### config.mk
export PLATFORM = sky130hd
export DESIGN_NAME = spi_ctrl
export DESIGN_NICKNAME = d
export VERILOG_FILES = /design/src/include/spi_pkg.sv /design/src/spi_sync2.sv /design/src/spi_ctrl.sv
export SDC_FILE = /design/constraint.sdc
export NUM_CORES = 2
export LEC_CHECK = 0
export BUFFER_PORTS_ARGS = -buffer_cell sky130_fd_sc_hd__buf_2
export CAP_MARGIN = 20
export CORE_MARGIN = 1.5
export CORE_UTILIZATION = 47
export CTS_BUF_LIST = sky130_fd_sc_hd__clkbuf_16
export DETAILED_ROUTE_END_ITERATION = 16
export PLACE_DENSITY = 0.62
export SLEW_MARGIN = 20
export SYNTH_ARGS = -nofsm -noshare
export SYNTH_HDL_FRONTEND = slang
export SYNTH_HIERARCHICAL = 1
export SYNTH_SLANG_ARGS = --single-unit
### constraint.sdc
create_clock -name REF_CLK_I -period 10.7 [get_ports REF_CLK_I]
set_input_delay 2.675 -clock REF_CLK_I [delete_from_list [all_inputs] [get_ports REF_CLK_I]]
set_output_delay 2.675 -clock REF_CLK_I [all_outputs]
set_load 0.005 [all_outputs]
### src/include/spi_pkg.sv
package spi_pkg;
	localparam int AW = 8;
	localparam int DW = 32;
	localparam int SYNC_W = 4;

	// register byte offsets
	localparam logic [AW-1:0] OFF_CTRL = 8'h00;
	localparam logic [AW-1:0] OFF_MR = 8'h04;
	localparam logic [AW-1:0] OFF_RDR = 8'h08;
	localparam logic [AW-1:0] OFF_TDR = 8'h0c;
	localparam logic [AW-1:0] OFF_SR = 8'h10;
	localparam logic [AW-1:0] OFF_IER = 8'h14;
	localparam logic [AW-1:0] OFF_IDR = 8'h18;
	localparam logic [AW-1:0] OFF_IMR = 8'h1c;
	localparam logic [AW-1:0] OFF_RPR = 8'h20;
	localparam logic [AW-1:0] OFF_RCR = 8'h24;
	localparam logic [AW-1:0] OFF_TPR = 8'h28;
	localparam logic [AW-1:0] OFF_TCR = 8'h2c;
	localparam logic [AW-1:0] OFF_CSR0 = 8'h30;
	localparam logic [AW-1:0] CSR_BANK_MASK = 8'hf0;
	localparam logic [AW-1:0] WORD_MASK = 8'hfc;

	// control register
	localparam int CR_EN = 0;
	localparam int CR_DIS = 1;
	// mode register
	localparam int MR_MASTER_SELECT = 0;
	localparam int MR_PS = 1;
	localparam int MR_DEC = 2;
	localparam int MR_DIV = 3;
	localparam int MR_LLB = 7;
	localparam int MR_PCS_LO = 16;
	localparam int MR_GAP_LO = 24;
	// transmit / receive words
	localparam int TD_PCS_LO = 16;
	localparam int DATA_W = 16;
	// chip select configuration
	localparam int CSR_POL = 0;
	localparam int CSR_PHA = 1;
	localparam int CSR_BITS_LO = 4;
	localparam int CSR_BAUD_LO = 8;
	localparam int CSR_LEAD_LO = 16;
	localparam int CSR_IW_LO = 24;
	// status bits
	localparam int SR_RXF = 0;
	localparam int SR_TXE = 1;
	localparam int SR_MODE_FAULT = 2;
	localparam int SR_OVR = 3;
	localparam int SR_RXD = 4;
	localparam int SR_TXD = 5;
	localparam int SR_EN = 16;
	localparam int NSRC = 6;

	localparam logic [4:0] DIV32_LAST = 5'h1f;
	localparam logic [4:0] BITS_BASE = 5'h08;
	localparam logic [4:0] DATA_W5 = 5'h10;
	localparam logic [7:0] MIN_GAP = 8'h06;
	localparam logic [7:0] BAUD_MIN = 8'h02;
	localparam logic [13:0] IW_ZERO = 14'h0004;
	localparam int IW_SHIFT = 5;
	localparam logic [31:0] PTR_STEP = 32'h0000_0002;
	localparam logic [3:0] CS_IDLE = 4'hf;
	localparam logic [1:0] RESP_OKAY = 2'h0;
	localparam logic [1:0] RESP_SLVERR = 2'h2;

	typedef enum logic [4:0] {
		S_IDLE = 5'b00001,
		S_GAP = 5'b00010,
		S_LEAD = 5'b00100,
		S_XFER = 5'b01000,
		S_TAIL = 5'b10000
	} mst_state_e;
endpackage

### src/spi_sync2.sv
`timescale 1ns/10ps
module spi_sync2 (
	input wire logic clk_i,
	input wire logic rst_b_i,
	input wire logic [spi_pkg::SYNC_W-1:0] d_i,
	output logic [spi_pkg::SYNC_W-1:0] q_o
);
	import spi_pkg::*;

	logic [SYNC_W-1:0] meta_r;
	logic [SYNC_W-1:0] q_r;

	// first stage is read only by the second
	always_ff @(posedge clk_i or negedge rst_b_i) begin
		if (!rst_b_i) begin
			meta_r <= '1;
			q_r <= '1;
		end else begin
			meta_r <= d_i;
			q_r <= meta_r;
		end
	end

	assign q_o = q_r;
endmodule

### src/spi_ctrl.sv
// The implementer's own choices: the AXI4-Lite slave port and the register offsets.
`timescale 1ns/10ps
// Functional notes
// - master mode when master_select is 1, slave when 0
// - select_decode 1 drives encoded selects for an external decoder
// - decoded: config register k governs selects 4k to 4k+3
// - serial logic runs at full clock or clock divided by 32
// - loopback feeds serializer output back to its input in master mode
// - undecoded select code maps to one low line, 1111 to none; decoded passes code
// - variable select takes the select code from each transmit word
// - gap between selects is programmed periods, at least six
// - received word right-justified, upper data bits read zero
// - select lines captured into receive word in master mode only
// - rx_full set on receive load, cleared by reading it
// - tx_empty low at reset, disabled, after write; enable sets it
// - mode_fault stays set until status register is read
// - second receive load without read sets overrun; status read clears
// - block-done flags show both channels' end signals
// - enable register sets mask bits, disable clears, view reads them
// - channel count zero stops it, nonzero moves on trigger flag
// - serial clock idles at the clock_idle_level value
// - phase selects change-then-sample or sample-then-change edges
// - serial clock is master clock over twice divider; below 2 stops
// - lead delay is half a clock period when zero, else field periods
// - inter-word delay is four periods when zero, else 32 times field
// - external low on slave select in master mode faults and disables
// - each channel move decrements count, increments pointer
module spi_ctrl (
	input wire logic REF_CLK_I,
	input wire logic RST_B_I,
	input wire logic [spi_pkg::AW-1:0] AWADDR_I,
	input wire logic AWVALID_I,
	output logic AWREADY_O,
	input wire logic [spi_pkg::DW-1:0] WDATA_I,
	input wire logic [3:0] WSTRB_I,
	input wire logic WVALID_I,
	output logic WREADY_O,
	output logic [1:0] BRESP_O,
	output logic BVALID_O,
	input wire logic BREADY_I,
	input wire logic [spi_pkg::AW-1:0] ARADDR_I,
	input wire logic ARVALID_I,
	output logic ARREADY_O,
	output logic [spi_pkg::DW-1:0] RDATA_O,
	output logic [1:0] RRESP_O,
	output logic RVALID_O,
	input wire logic RREADY_I,
	input wire logic SERIAL_CLOCK_LINE_I,
	output logic SERIAL_CLOCK_LINE_O,
	output logic SERIAL_CLOCK_LINE_OE_O,
	input wire logic MOSI_I,
	output logic MOSI_O,
	output logic MOSI_OE_O,
	input wire logic MISO_I,
	output logic MISO_O,
	output logic MISO_OE_O,
	input wire logic NSS_I,
	output logic [3:0] CS_O,
	output logic CS_OE_O,
	output logic RX_REQ_O,
	input wire logic RX_ACK_I,
	output logic [spi_pkg::DW-1:0] RX_DATA_O,
	output logic [spi_pkg::DW-1:0] RX_ADDR_O,
	output logic TX_REQ_O,
	input wire logic TX_ACK_I,
	input wire logic [spi_pkg::DW-1:0] TX_DATA_I,
	output logic [spi_pkg::DW-1:0] TX_ADDR_O,
	output logic IRQ_O
);
	import spi_pkg::*;

	typedef struct packed {
		logic en;
		logic dis_pend;
		logic [31:0] mr;
		logic [3:0][31:0] csr;
		logic [31:0] rdr;
		logic [31:0] tdr;
		logic rxf;
		logic txe;
		logic mode_fault;
		logic ovr;
		logic [NSRC-1:0] imr;
		logic [31:0] rpr;
		logic [15:0] rcr;
		logic [31:0] tpr;
		logic [15:0] tcr;
		mst_state_e st;
		logic [4:0] div;
		logic [13:0] dly;
		logic [7:0] hcnt;
		logic [5:0] edges;
		logic [15:0] tsh;
		logic [15:0] rsh;
		logic sclk;
		logic [3:0] cs;
		logic [3:0] cur;
		logic [31:0] cfg;
		logic nss_q;
		logic sck_q;
		logic awv;
		logic wv;
		logic [AW-1:0] awa;
		logic [31:0] wd;
		logic [3:0] ws;
		logic bv;
		logic [1:0] bresp;
		logic rv;
		logic [31:0] rd;
		logic [1:0] rresp;
	} core_s;

	core_s st_r;
	core_s st_nxt;
	logic [SYNC_W-1:0] sy;
	logic nss_s;
	logic sck_s;
	logic mosi_s;
	logic miso_s;
	logic [31:0] sr_v;
	logic [3:0] tgt_code;
	logic [3:0] tgt_lines;
	logic [31:0] tgt_cfg;
	logic [7:0] tgt_baud;
	logic tgt_ok;
	logic [31:0] cfg_a;
	logic [4:0] nb;
	logic mtick;
	logic dly_end;
	logic edge_ev;
	logic din;
	logic lead_e;
	logic samp;
	logic [31:0] wdat;
	logic [7:0] lead_f;
	logic [7:0] iw_f;
	logic [7:0] gap_f;

	spi_sync2 u_sync (
		.clk_i(REF_CLK_I),
		.rst_b_i(RST_B_I),
		.d_i({NSS_I, SERIAL_CLOCK_LINE_I, MOSI_I, MISO_I}),
		.q_o(sy)
	);
	assign nss_s = sy[3];
	assign sck_s = sy[2];
	assign mosi_s = sy[1];
	assign miso_s = sy[0];

	// undecoded: first zero bit picks the line; 1111 selects nothing
	function automatic logic [3:0] cs_lines(input logic [3:0] code,
			input logic dec);
		if (dec)
			return code;
		if (!code[0])
			return 4'he;
		if (!code[1])
			return 4'hd;
		if (!code[2])
			return 4'hb;
		if (!code[3])
			return 4'h7;
		return CS_IDLE;
	endfunction

	function automatic logic [1:0] csr_idx(input logic [3:0] code,
			input logic dec);
		if (dec)
			return code[3:2];
		if (!code[0])
			return 2'h0;
		if (!code[1])
			return 2'h1;
		if (!code[2])
			return 2'h2;
		return 2'h3;
	endfunction

	function automatic logic [31:0] merge(input logic [31:0] o,
			input logic [31:0] d, input logic [3:0] s);
		logic [31:0] r;
		r = o;
		for (int i = 0; i < 4; i++) begin
			if (s[i])
				r[8*i +: 8] = d[8*i +: 8];
		end
		return r;
	endfunction

	function automatic core_s store_word(input core_s c,
			input logic [3:0] peripheral_select_code);
		core_s r;
		r = c;
		r.rdr = '0;
		r.rdr[DATA_W-1:0] = c.rsh;
		r.rdr[TD_PCS_LO +: 4] = peripheral_select_code;
		if (c.rxf)
			r.ovr = 1'b1;
		r.rxf = 1'b1;
		return r;
	endfunction

	function automatic core_s load_word(input core_s c,
			input logic [4:0] bits);
		core_s r;
		r = c;
		r.tsh = c.tdr[DATA_W-1:0] << (DATA_W5 - bits);
		r.rsh = '0;
		r.txe = 1'b1;
		r.edges = '0;
		return r;
	endfunction

	always_comb begin
		sr_v = '0;
		sr_v[SR_RXF] = st_r.rxf;
		sr_v[SR_TXE] = st_r.txe;
		sr_v[SR_MODE_FAULT] = st_r.mode_fault;
		sr_v[SR_OVR] = st_r.ovr;
		sr_v[SR_RXD] = st_r.rcr == '0;
		sr_v[SR_TXD] = st_r.tcr == '0;
		sr_v[SR_EN] = st_r.en;
	end

	assign tgt_code = st_r.mr[MR_PS] ? st_r.tdr[TD_PCS_LO +: 4]
		: st_r.mr[MR_PCS_LO +: 4];
	assign tgt_lines = cs_lines(tgt_code, st_r.mr[MR_DEC]);
	assign tgt_cfg = st_r.csr[csr_idx(tgt_code, st_r.mr[MR_DEC])];
	assign tgt_baud = tgt_cfg[CSR_BAUD_LO +: 8];
	assign tgt_ok = tgt_baud >= BAUD_MIN;
	// slave mode always takes its format from the first register
	assign cfg_a = st_r.mr[MR_MASTER_SELECT] ? st_r.cfg : st_r.csr[0];
	assign nb = BITS_BASE + 5'(cfg_a[CSR_BITS_LO +: 4]);
	assign lead_f = st_r.cfg[CSR_LEAD_LO +: 8];
	assign iw_f = st_r.cfg[CSR_IW_LO +: 8];
	assign gap_f = st_r.mr[MR_GAP_LO +: 8];
	assign mtick = !st_r.mr[MR_DIV] || st_r.div == DIV32_LAST;
	assign dly_end = mtick && st_r.dly <= 14'h0001;
	assign wdat = merge('0, st_r.wd, st_r.ws);

	always_comb begin
		st_nxt = st_r;
		edge_ev = 1'b0;
		lead_e = 1'b0;
		samp = 1'b0;
		din = mosi_s;
		// register reads and their side effects
		if (st_r.rv && RREADY_I)
			st_nxt.rv = 1'b0;
		if (ARVALID_I && ARREADY_O) begin
			st_nxt.rv = 1'b1;
			st_nxt.rresp = RESP_OKAY;
			st_nxt.rd = '0;
			case (ARADDR_I & WORD_MASK)
				OFF_CTRL, OFF_TDR, OFF_IER, OFF_IDR: ;
				OFF_MR: st_nxt.rd = st_r.mr;
				OFF_RDR: begin
					st_nxt.rd = st_r.rdr;
					st_nxt.rxf = 1'b0;
				end
				OFF_SR: begin
					st_nxt.rd = sr_v;
					st_nxt.mode_fault = 1'b0;
					st_nxt.ovr = 1'b0;
				end
				OFF_IMR: st_nxt.rd = 32'(st_r.imr);
				OFF_RPR: st_nxt.rd = st_r.rpr;
				OFF_RCR: st_nxt.rd = 32'(st_r.rcr);
				OFF_TPR: st_nxt.rd = st_r.tpr;
				OFF_TCR: st_nxt.rd = 32'(st_r.tcr);
				default: begin
					if ((ARADDR_I & CSR_BANK_MASK) == OFF_CSR0)
						st_nxt.rd = st_r.csr[ARADDR_I[3:2]];
					else
						st_nxt.rresp = RESP_SLVERR;
				end
			endcase
		end
		// register writes, once address and data are both held
		if (st_r.bv && BREADY_I)
			st_nxt.bv = 1'b0;
		if (AWVALID_I && AWREADY_O) begin
			st_nxt.awv = 1'b1;
			st_nxt.awa = AWADDR_I;
		end
		if (WVALID_I && WREADY_O) begin
			st_nxt.wv = 1'b1;
			st_nxt.wd = WDATA_I;
			st_nxt.ws = WSTRB_I;
		end
		if (st_r.awv && st_r.wv) begin
			st_nxt.awv = 1'b0;
			st_nxt.wv = 1'b0;
			st_nxt.bv = 1'b1;
			st_nxt.bresp = RESP_OKAY;
			case (st_r.awa & WORD_MASK)
				OFF_RDR, OFF_SR, OFF_IMR: ;
				OFF_CTRL: begin
					// disable wins over enable in the same write
					if (wdat[CR_DIS]) begin
						if (st_r.mr[MR_MASTER_SELECT] && st_r.st != S_IDLE)
							st_nxt.dis_pend = 1'b1;
						else begin
							st_nxt.en = 1'b0;
							st_nxt.txe = 1'b0;
						end
					end else if (wdat[CR_EN]) begin
						st_nxt.en = 1'b1;
						st_nxt.txe = 1'b1;
					end
				end
				OFF_MR: st_nxt.mr = merge(st_r.mr, st_r.wd, st_r.ws);
				OFF_TDR: begin
					st_nxt.tdr = merge(st_r.tdr, st_r.wd, st_r.ws);
					st_nxt.txe = 1'b0;
				end
				OFF_IER: st_nxt.imr = st_r.imr | wdat[NSRC-1:0];
				OFF_IDR: st_nxt.imr = st_r.imr & ~wdat[NSRC-1:0];
				OFF_RPR: st_nxt.rpr = merge(st_r.rpr, st_r.wd, st_r.ws);
				OFF_RCR: st_nxt.rcr = 16'(merge(32'(st_r.rcr), st_r.wd,
					st_r.ws));
				OFF_TPR: st_nxt.tpr = merge(st_r.tpr, st_r.wd, st_r.ws);
				OFF_TCR: st_nxt.tcr = 16'(merge(32'(st_r.tcr), st_r.wd,
					st_r.ws));
				default: begin
					if ((st_r.awa & CSR_BANK_MASK) == OFF_CSR0)
						st_nxt.csr[st_r.awa[3:2]] = merge(
							st_r.csr[st_r.awa[3:2]], st_r.wd, st_r.ws);
					else
						st_nxt.bresp = RESP_SLVERR;
				end
			endcase
		end
		// buffer channels; an acknowledge is one word moved
		if (RX_ACK_I && RX_REQ_O) begin
			st_nxt.rcr = st_r.rcr - 16'h0001;
			st_nxt.rpr = st_r.rpr + PTR_STEP;
			st_nxt.rxf = 1'b0;
		end
		if (TX_ACK_I && TX_REQ_O) begin
			st_nxt.tcr = st_r.tcr - 16'h0001;
			st_nxt.tpr = st_r.tpr + PTR_STEP;
			st_nxt.tdr = TX_DATA_I;
			st_nxt.txe = 1'b0;
		end
		// serial engine; its flag sets come last so they beat clears
		st_nxt.div = st_r.div + 5'h01;
		st_nxt.nss_q = nss_s;
		st_nxt.sck_q = sck_s;
		if (mtick && st_r.dly != '0)
			st_nxt.dly = st_r.dly - 14'h0001;
		if (!st_r.en) begin
			st_nxt.st = S_IDLE;
			st_nxt.cs = CS_IDLE;
			st_nxt.sclk = tgt_cfg[CSR_POL];
		end else if (st_r.mr[MR_MASTER_SELECT]) begin
			// own drive of line 0 low would read back as a fault
			if (!nss_s && st_r.cs[0]) begin
				st_nxt.mode_fault = 1'b1;
				st_nxt.en = 1'b0;
				st_nxt.txe = 1'b0;
				st_nxt.st = S_IDLE;
				st_nxt.cs = CS_IDLE;
			end else begin
				din = st_r.mr[MR_LLB] ? st_r.tsh[DATA_W-1] : miso_s;
				unique case (st_r.st)
					S_IDLE: begin
						st_nxt.sclk = tgt_cfg[CSR_POL];
						if (st_r.dis_pend) begin
							st_nxt.en = 1'b0;
							st_nxt.txe = 1'b0;
							st_nxt.dis_pend = 1'b0;
						end else if (!st_r.txe && tgt_ok) begin
							st_nxt = load_word(st_nxt, BITS_BASE +
								5'(tgt_cfg[CSR_BITS_LO +: 4]));
							st_nxt.cfg = tgt_cfg;
							st_nxt.cur = tgt_lines;
							st_nxt.sclk = tgt_cfg[CSR_POL];
							st_nxt.st = S_GAP;
							st_nxt.dly = 14'(gap_f <= MIN_GAP ? MIN_GAP
								: gap_f);
						end
					end
					S_GAP: begin
						if (dly_end) begin
							st_nxt.cs = st_r.cur;
							st_nxt.st = S_LEAD;
							// half a serial period is one divider count
							st_nxt.dly = 14'(lead_f == '0 ?
								st_r.cfg[CSR_BAUD_LO +: 8] : lead_f);
						end
					end
					S_LEAD: begin
						if (dly_end) begin
							st_nxt.st = S_XFER;
							st_nxt.hcnt = st_r.cfg[CSR_BAUD_LO +: 8];
						end
					end
					S_XFER: begin
						if (mtick) begin
							if (st_r.hcnt <= 8'h01) begin
								edge_ev = 1'b1;
								st_nxt.hcnt = st_r.cfg[CSR_BAUD_LO +: 8];
								st_nxt.sclk = !st_r.sclk;
							end else
								st_nxt.hcnt = st_r.hcnt - 8'h01;
						end
					end
					S_TAIL: begin
						if (dly_end) begin
							st_nxt = store_word(st_nxt, st_r.cs);
							if (!st_r.txe && tgt_ok && !st_r.dis_pend &&
								tgt_lines == st_r.cur) begin
								st_nxt = load_word(st_nxt, nb);
								st_nxt.hcnt = st_r.cfg[CSR_BAUD_LO +: 8];
								st_nxt.st = S_XFER;
							end else begin
								st_nxt.cs = CS_IDLE;
								st_nxt.st = S_IDLE;
							end
						end
					end
				endcase
			end
		end else begin
			st_nxt.st = S_IDLE;
			st_nxt.cs = CS_IDLE;
			if (st_r.nss_q && !nss_s) begin
				st_nxt.rsh = '0;
				st_nxt.edges = '0;
				if (!st_r.txe)
					st_nxt = load_word(st_nxt, nb);
			end else if (!nss_s && sck_s != st_r.sck_q)
				edge_ev = 1'b1;
		end
		if (edge_ev) begin
			lead_e = !st_r.edges[0];
			samp = cfg_a[CSR_PHA] ? lead_e : !lead_e;
			if (samp)
				st_nxt.rsh = {st_r.rsh[DATA_W-2:0], din};
			else if (cfg_a[CSR_PHA] || st_r.edges != '0)
				st_nxt.tsh = st_r.tsh << 1;
			st_nxt.edges = st_r.edges + 6'h01;
			if (st_r.edges == {nb, 1'b0} - 6'h01) begin
				if (st_r.mr[MR_MASTER_SELECT]) begin
					st_nxt.st = S_TAIL;
					st_nxt.dly = iw_f == '0 ? IW_ZERO
						: 14'({iw_f, 5'h00});
				end else begin
					st_nxt = store_word(st_nxt, '0);
					st_nxt.edges = '0;
					if (!st_r.txe)
						st_nxt = load_word(st_nxt, nb);
				end
			end
		end
	end

	always_ff @(posedge REF_CLK_I or negedge RST_B_I) begin
		if (!RST_B_I) begin
			st_r <= '0;
			st_r.st <= S_IDLE;
			st_r.cs <= CS_IDLE;
			st_r.nss_q <= 1'b1;
			st_r.sck_q <= 1'b1;
		end else
			st_r <= st_nxt;
	end

	assign AWREADY_O = !st_r.awv && !st_r.bv;
	assign WREADY_O = !st_r.wv && !st_r.bv;
	assign BVALID_O = st_r.bv;
	assign BRESP_O = st_r.bresp;
	assign ARREADY_O = !st_r.rv;
	assign RVALID_O = st_r.rv;
	assign RDATA_O = st_r.rd;
	assign RRESP_O = st_r.rresp;
	assign SERIAL_CLOCK_LINE_O = st_r.sclk;
	assign SERIAL_CLOCK_LINE_OE_O = st_r.en && st_r.mr[MR_MASTER_SELECT];
	assign MOSI_O = st_r.tsh[DATA_W-1];
	assign MOSI_OE_O = st_r.en && st_r.mr[MR_MASTER_SELECT];
	assign MISO_O = st_r.tsh[DATA_W-1];
	assign MISO_OE_O = st_r.en && !st_r.mr[MR_MASTER_SELECT] && !nss_s;
	assign CS_O = st_r.cs;
	assign CS_OE_O = st_r.en && st_r.mr[MR_MASTER_SELECT];
	assign RX_REQ_O = st_r.rxf && st_r.rcr != '0;
	assign TX_REQ_O = st_r.en && st_r.txe && st_r.tcr != '0;
	assign RX_DATA_O = st_r.rdr;
	assign RX_ADDR_O = st_r.rpr;
	assign TX_ADDR_O = st_r.tpr;
	assign IRQ_O = |(sr_v[NSRC-1:0] & st_r.imr);
endmodule

Word level (Yosys, flattened, before mapping)
Index checks and enable logic that the tools add are counted.
{ "totals": {"mem_bits_rw": 0, "word_cells": 382, "out_inout_bits": 151, "n_memories": 0, "register_bits": 537, "latch_bits": 0, "mem_bits_ro": 0} }
{ "op_classes": {"order_cmp": 8, "eq_ne": 40, "n_shift": 3, "reduce_logical": 56, "div_mod_pow": 0, "bitwise_logic": 4, "n_mul": 0, "addsub": 13, "mux": 215} }
{ "ops": {"columns": ["operator", "n"], "rows": [
  ["529-bit 2-to-1 mux", 10],
  ["301-bit 2-to-1 mux", 5],
  ["302-bit 2-to-1 mux", 4],
  ["367-bit 2-to-1 mux", 3],
  ["332-bit one-hot mux with 2 select lines", 1],
  ["32-bit 2-to-1 mux", 11],
  ["8-bit 2-to-1 mux", 43],
  ["332-bit 2-to-1 mux", 1],
  ["32-bit one-hot mux with 9 select lines", 1],
  ["128-bit 2-to-1 mux", 2],
  ["122-bit 2-to-1 mux", 2],
  ["122-bit one-hot mux with 2 select lines", 1],
  ["226-bit 2-to-1 mux", 1],
  ["225-bit 2-to-1 mux", 1],
  ["32-bit binary-select mux with 2-bit select", 3],
  ["173-bit 2-to-1 mux", 1],
  ["170-bit 2-to-1 mux", 1],
  ["162-bit 2-to-1 mux", 1],
  ["128-bit bitwise mux", 1],
  ["105-bit 2-to-1 mux", 1],
  ["103-bit 2-to-1 mux", 1],
  ["102-bit 2-to-1 mux", 1],
  ["48-bit 2-to-1 mux", 2],
  ["16-bit 2-to-1 mux", 5],
  ["73 further kinds", 236]
]} }

Longest topological paths before layout
{ "depth": {"ltp_word": 38, "depth_mapped": 16} }

By module
Netlist, hierarchy kept.
{ "by_module_without_submodules": {"columns": ["module", "seq_area_each_um2", "area_per_inst_um2", "n_inst", "cells_each"], "rows": [
  ["spi_ctrl", 12771.0, 30511.8, 1, 3363],
  ["spi_sync2", 210.2, 210.2, 1, 8]
]} }

Least setup slack after synthesis
Ideal clock, no wire load.
{ "synth_timing": {"kind": "input port to flip-flop", "startpoint": "input port TX_ACK_I", "endpoint": "register st_r[155] in the netlist's numbering", "path_buffers": 1, "path_slack_ns": 5.685, "arrival_ns": 4.879, "stages": 10, "path_cell_list": "and3_1 -> clkbuf_1 -> nand2_1 -> mux2_2 -> and3_1 -> a21o_1 -> mux2_2 -> mux4_2 -> a221oi_1 -> o22ai_1"} }
{ "synth_lines": {"columns": ["item", "line_no", "source"], "rows": [
  ["from (decl)", "spi_ctrl.sv:65", "input wire logic TX_ACK_I,"],
  ["to (signal assigned)", "spi_ctrl.sv:467", "st_r <= st_nxt;"],
  ["to (decl)", "spi_ctrl.sv:113", "core_s st_r;"]
]} }

Worst setup path after layout
{ "layout_timing": {"startpoint": "register st_r[245] in the netlist's numbering", "endpoint": "output port IRQ_O"} }
{ "layout_via": {"elab_chain_cells": 3} }
{ "layout_lines": {"columns": ["item", "line_no", "source"], "rows": [
  ["16-bit zero test", "spi_ctrl.sv:220", "sr_v[SR_RXD] = st_r.rcr == '0;"],
  ["6-bit AND", "spi_ctrl.sv:491", "assign IRQ_O = |(sr_v[NSRC-1:0] & st_r.imr);"],
  ["6-bit OR reduction", "spi_ctrl.sv:491", null],
  ["to (decl)", "spi_ctrl.sv:68", "output logic IRQ_O"]
]} }
Every way passes these cells.

==> run_results.csv <==
group,metric,value,unit
timing,maxSlewViolCount,0,
synth,async_flop_share,100,%
final_layout,final_nets,3468,
critical_path,startpoint_type,"flip-flop",
critical_path,slowest_delay,0.65,ns
floorplanning,die_h,259,um
global_routing,gr-total-overflow,0,
clock_network,cts_root_buffer,"clkbuf_16",
global_routing,grt_pass1_vias,26200,
clock_network,cts_buffers,58,
detailed_routing,vias_per_cell,6.45,
final_layout,drive_gt1_share,17.7,%
timing,slew_headroom,27.6,%
detailed_routing,drt_iter0_markers,3394,
synth,synth_edf_count,0,
timing,period_minus_slack,6.19,ns
global_routing,track_usage,32.5,%
placed_design,io_buffers,229,
timing,rsz0062_at_grt,"no",
power,finalPower,9.21,mW
detailed_routing,post_drt_wl_per_cell,25.7,um
synth,ys_types,95,
detailed_routing,drtPass1Iterations,7,
power,swShare,44.2,%
placed_design,dp_hpwl,77700,um
run_status,outcome,"complete, no violations",
placed_design,gp_congestion,0.942,
timing,fin_skew,0.0411,ns
power,power_frac_seq,37.1,%
synth,synthFlopType,"dfrtp_1",
synth,yosys.cell_count.top_type,"dfrtp_1",
floorplanning,die_w,259,um
clock_network,cts_num_sinks,518,
timing,post-route-period-util,57.8,%
clock_network,cts_tree,"built",
detailed_routing,ant_nets,0,
synth,synth-seq-cells,518,
synth,yosysTopAreaCell,"dfrtp_1",
clock_network,clkLatencyLatePin,0.67,ns
synth,synthTopCellsByCount,"503 x dfrtp_1, 438 x nand2_1, 358 x nor2_1, 269 x a21oi_1, 224 x o21ai_0",
critical_path,end_kind,"output pin",
synth,synth_top_cell_area_share,41.0,%
power,leakage,14.3,nW
run,maxCapViolations,0,
final_layout,areaGrowthSynthToFinish,9.01,%
timing,tightestPinTransition,1.09,ns
global_routing,grt_max_degree,139,
detailed_routing,drcViolationCount,0,
synth,synthCells,3371,
clock_network,cts_htree_levels,2,
clock_network,cts_hold_buf,0,
power,comb_power_share,40.6,%
detailed_routing,dr_total_vias,27500,
global_routing,grt_pass1_wl,166000,um
power,p_int,5.14,mW
power,ir_drop,0.274,mV
critical_path,critPathMostFrequentCell,"nor3b_1",
synth,yosysSeqAreaShare,42.3,%
critical_path,cp_max_fo,7,
timing,hold_violations,0,
critical_path,cp.required,8.03,ns
power,p_per_area,275,nW/um^2
timing,setup_viol,0,
synth,synth_area,30700,um^2
hold_path,hp-class,"reg2reg",
clock_network,ctsResizeCount,0,
floorplanning,core_area,64600,um^2
critical_path,path_class,"reg2out",
power,p_switching,4.07,mW
timing,fmax,162,MHz
critical_path,path_cells,"inv_1, ha_1, nor3b_1, nor3b_1, nand3_1, nor3_1, a221o_1, buf_2",
final_layout,fillCellCount,5934,
critical_path,arrival,3.51,ns
detailed_routing,wl,110000,um
synth,synthTopCellsByArea,"dfrtp_1 41%, mux4_2 5.6%, nand2_1 5.4%",
critical_path,slowest_stage,"nor3_1",
clock_network,clk_path_buf_depth,3,
clock_network,postCtsSetupRepairBufs,0,
global_routing,antenna_found_initial,4,
synth,yosysWarnings,6,
floorplanning,die_area,66900,um^2
timing,setup_tns,0,ns
floorplanning,boundaryPins,248,
floorplanning,initial_core_util,47.6,%
floorplanning,rows,93,
synth,syn_area_per_cell,9.11,um^2
clock_network,clkTransAtPathRegs,0.06,ns
power,clockPowerShare,22.3,%
[power groups by stage]
stage / logic [mW] / clock network [mW] / registers (mW)
after floorplan: 2.83 / 0 / 2.89
after global placement: 3.61 / 0 / 3.37
after detailed placement: 3.67 / 0 / 3.40
after CTS: 3.69 / 2.08 / 3.37
after global routing: 4.05 / 2.16 / 3.46
final: 3.74 / 2.05 / 3.42
[final timing paths]
path	start	cells after the start	to	slack, ns
min in group asynchronous	RST_B_I	1	st_r[70]$_DFFE_PN0P_	2.08
worst max register to register	st_r[495]$_DFFE_PN0P_	12	st_r[129]$_DFF_PN0_	4.61
max in group asynchronous	RST_B_I	2	RDATA_O[6]$_DFFE_PN0P_	7.05
worst min register to register	u_sync/meta_r[2]$_DFF_PN1_	0	u_sync/q_o[2]$_DFF_PN1_	0.36
worst min-delay path	u_sync/meta_r[2]$_DFF_PN1_	0	u_sync/q_o[2]$_DFF_PN1_	0.36
worst max-delay path	st_r[245]$_DFFE_PN0P_	8	IRQ_O	4.51
[cell type report]
class | instances | area, um^2 | area share (%)
flip-flops and latches | 518 | 13000 | 38.8
inverters | 50 | 188 | 0.560
diodes | 1 | 2.50 | 0.00747
well taps | 855 | 1070 | 3.19
multi-input cells | 2453 | 15800 | 47.1
clock inverters | 52 | 494 | 1.48
clock buffers | 58 | 1450 | 4.33
repair buffers | 275 | 1520 | 4.55
[worst max-delay path, delay by kind of cell, from the launching register on]
kind | cells | cell delay [ns]
AND/OR/NAND/NOR | 4 | 1.73
flip-flops | 1 | 0.41
AO/OA/AOI/OAI | 1 | 0.29
buffers and inverters | 2 | 0.22
adder cells (fa/ha/maj) | 1 | 0.21
[per-layer routing]
metal	vias up	global-route usage (%)	routed length, um
met5	-	0	33
met2	1437	49.8	49300
met4	4	14.9	5030
li1	12200	-	-
met1	13700	45.2	45200
met3	239	5.13	10000
[stage by stage]
stage                     cell area (um^2)  utilization [%]  setup WS [ns]  cells  hold slack, ns
after floorplan                      30700                -           5.68   3372           0.345
after global placement               31500             48.8           4.72   4150           0.346
after detailed placement             31500             48.8           4.68   4150           0.350
after CTS                            33500             51.8           4.53   4260           0.355
after global routing                 33500             51.9           4.25   4261           0.358
final                                33500             51.9           4.51   4262           0.355
[cell families after synthesis]
logic type | after synthesis | synth area share [%]
AND/OR/NAND/NOR | 1237 | 18.4
AO/OA/AOI/OAI | 878 | 18.0
flip-flops | 518 | 42.3
buffers and inverters | 401 | 6.69
multiplexers | 288 | 13.0
XOR/XNOR | 33 | 0.965
adder cells (fa/ha/maj) | 15 | 0.611
other | 1 | 0.0122
[placed cells by master, fill, tap and decap left out, types with 13 or more instances in the layout]
cell type    n
a22o_1      19
or4_1       13
inv_1       64
and3_1      65
a22oi_1     61
and2_1      16
nand2b_1    22
a41oi_1     18
a311oi_1    13
nand4_1     18
dfstp_2     15
nor3b_1     15
or3_1       15
o211ai_1    19
mux2i_1    102
a31oi_1     56
o31ai_1     14
clkinv_1    13
nor2_1     354
mux2_2     105
nand2_1    437
a21oi_1    269
dfrtp_1    502
buf_4       43
nor3_1      63
clkbuf_16   58
ha_1        15
buf_2      229
a211oi_1    37
nor4_1      26
o21ai_0    224
nand3_1    126
xnor2_1     20
mux4_2      77
a222oi_1    31
No activity file was read; power rests on OpenSTA's default activity.
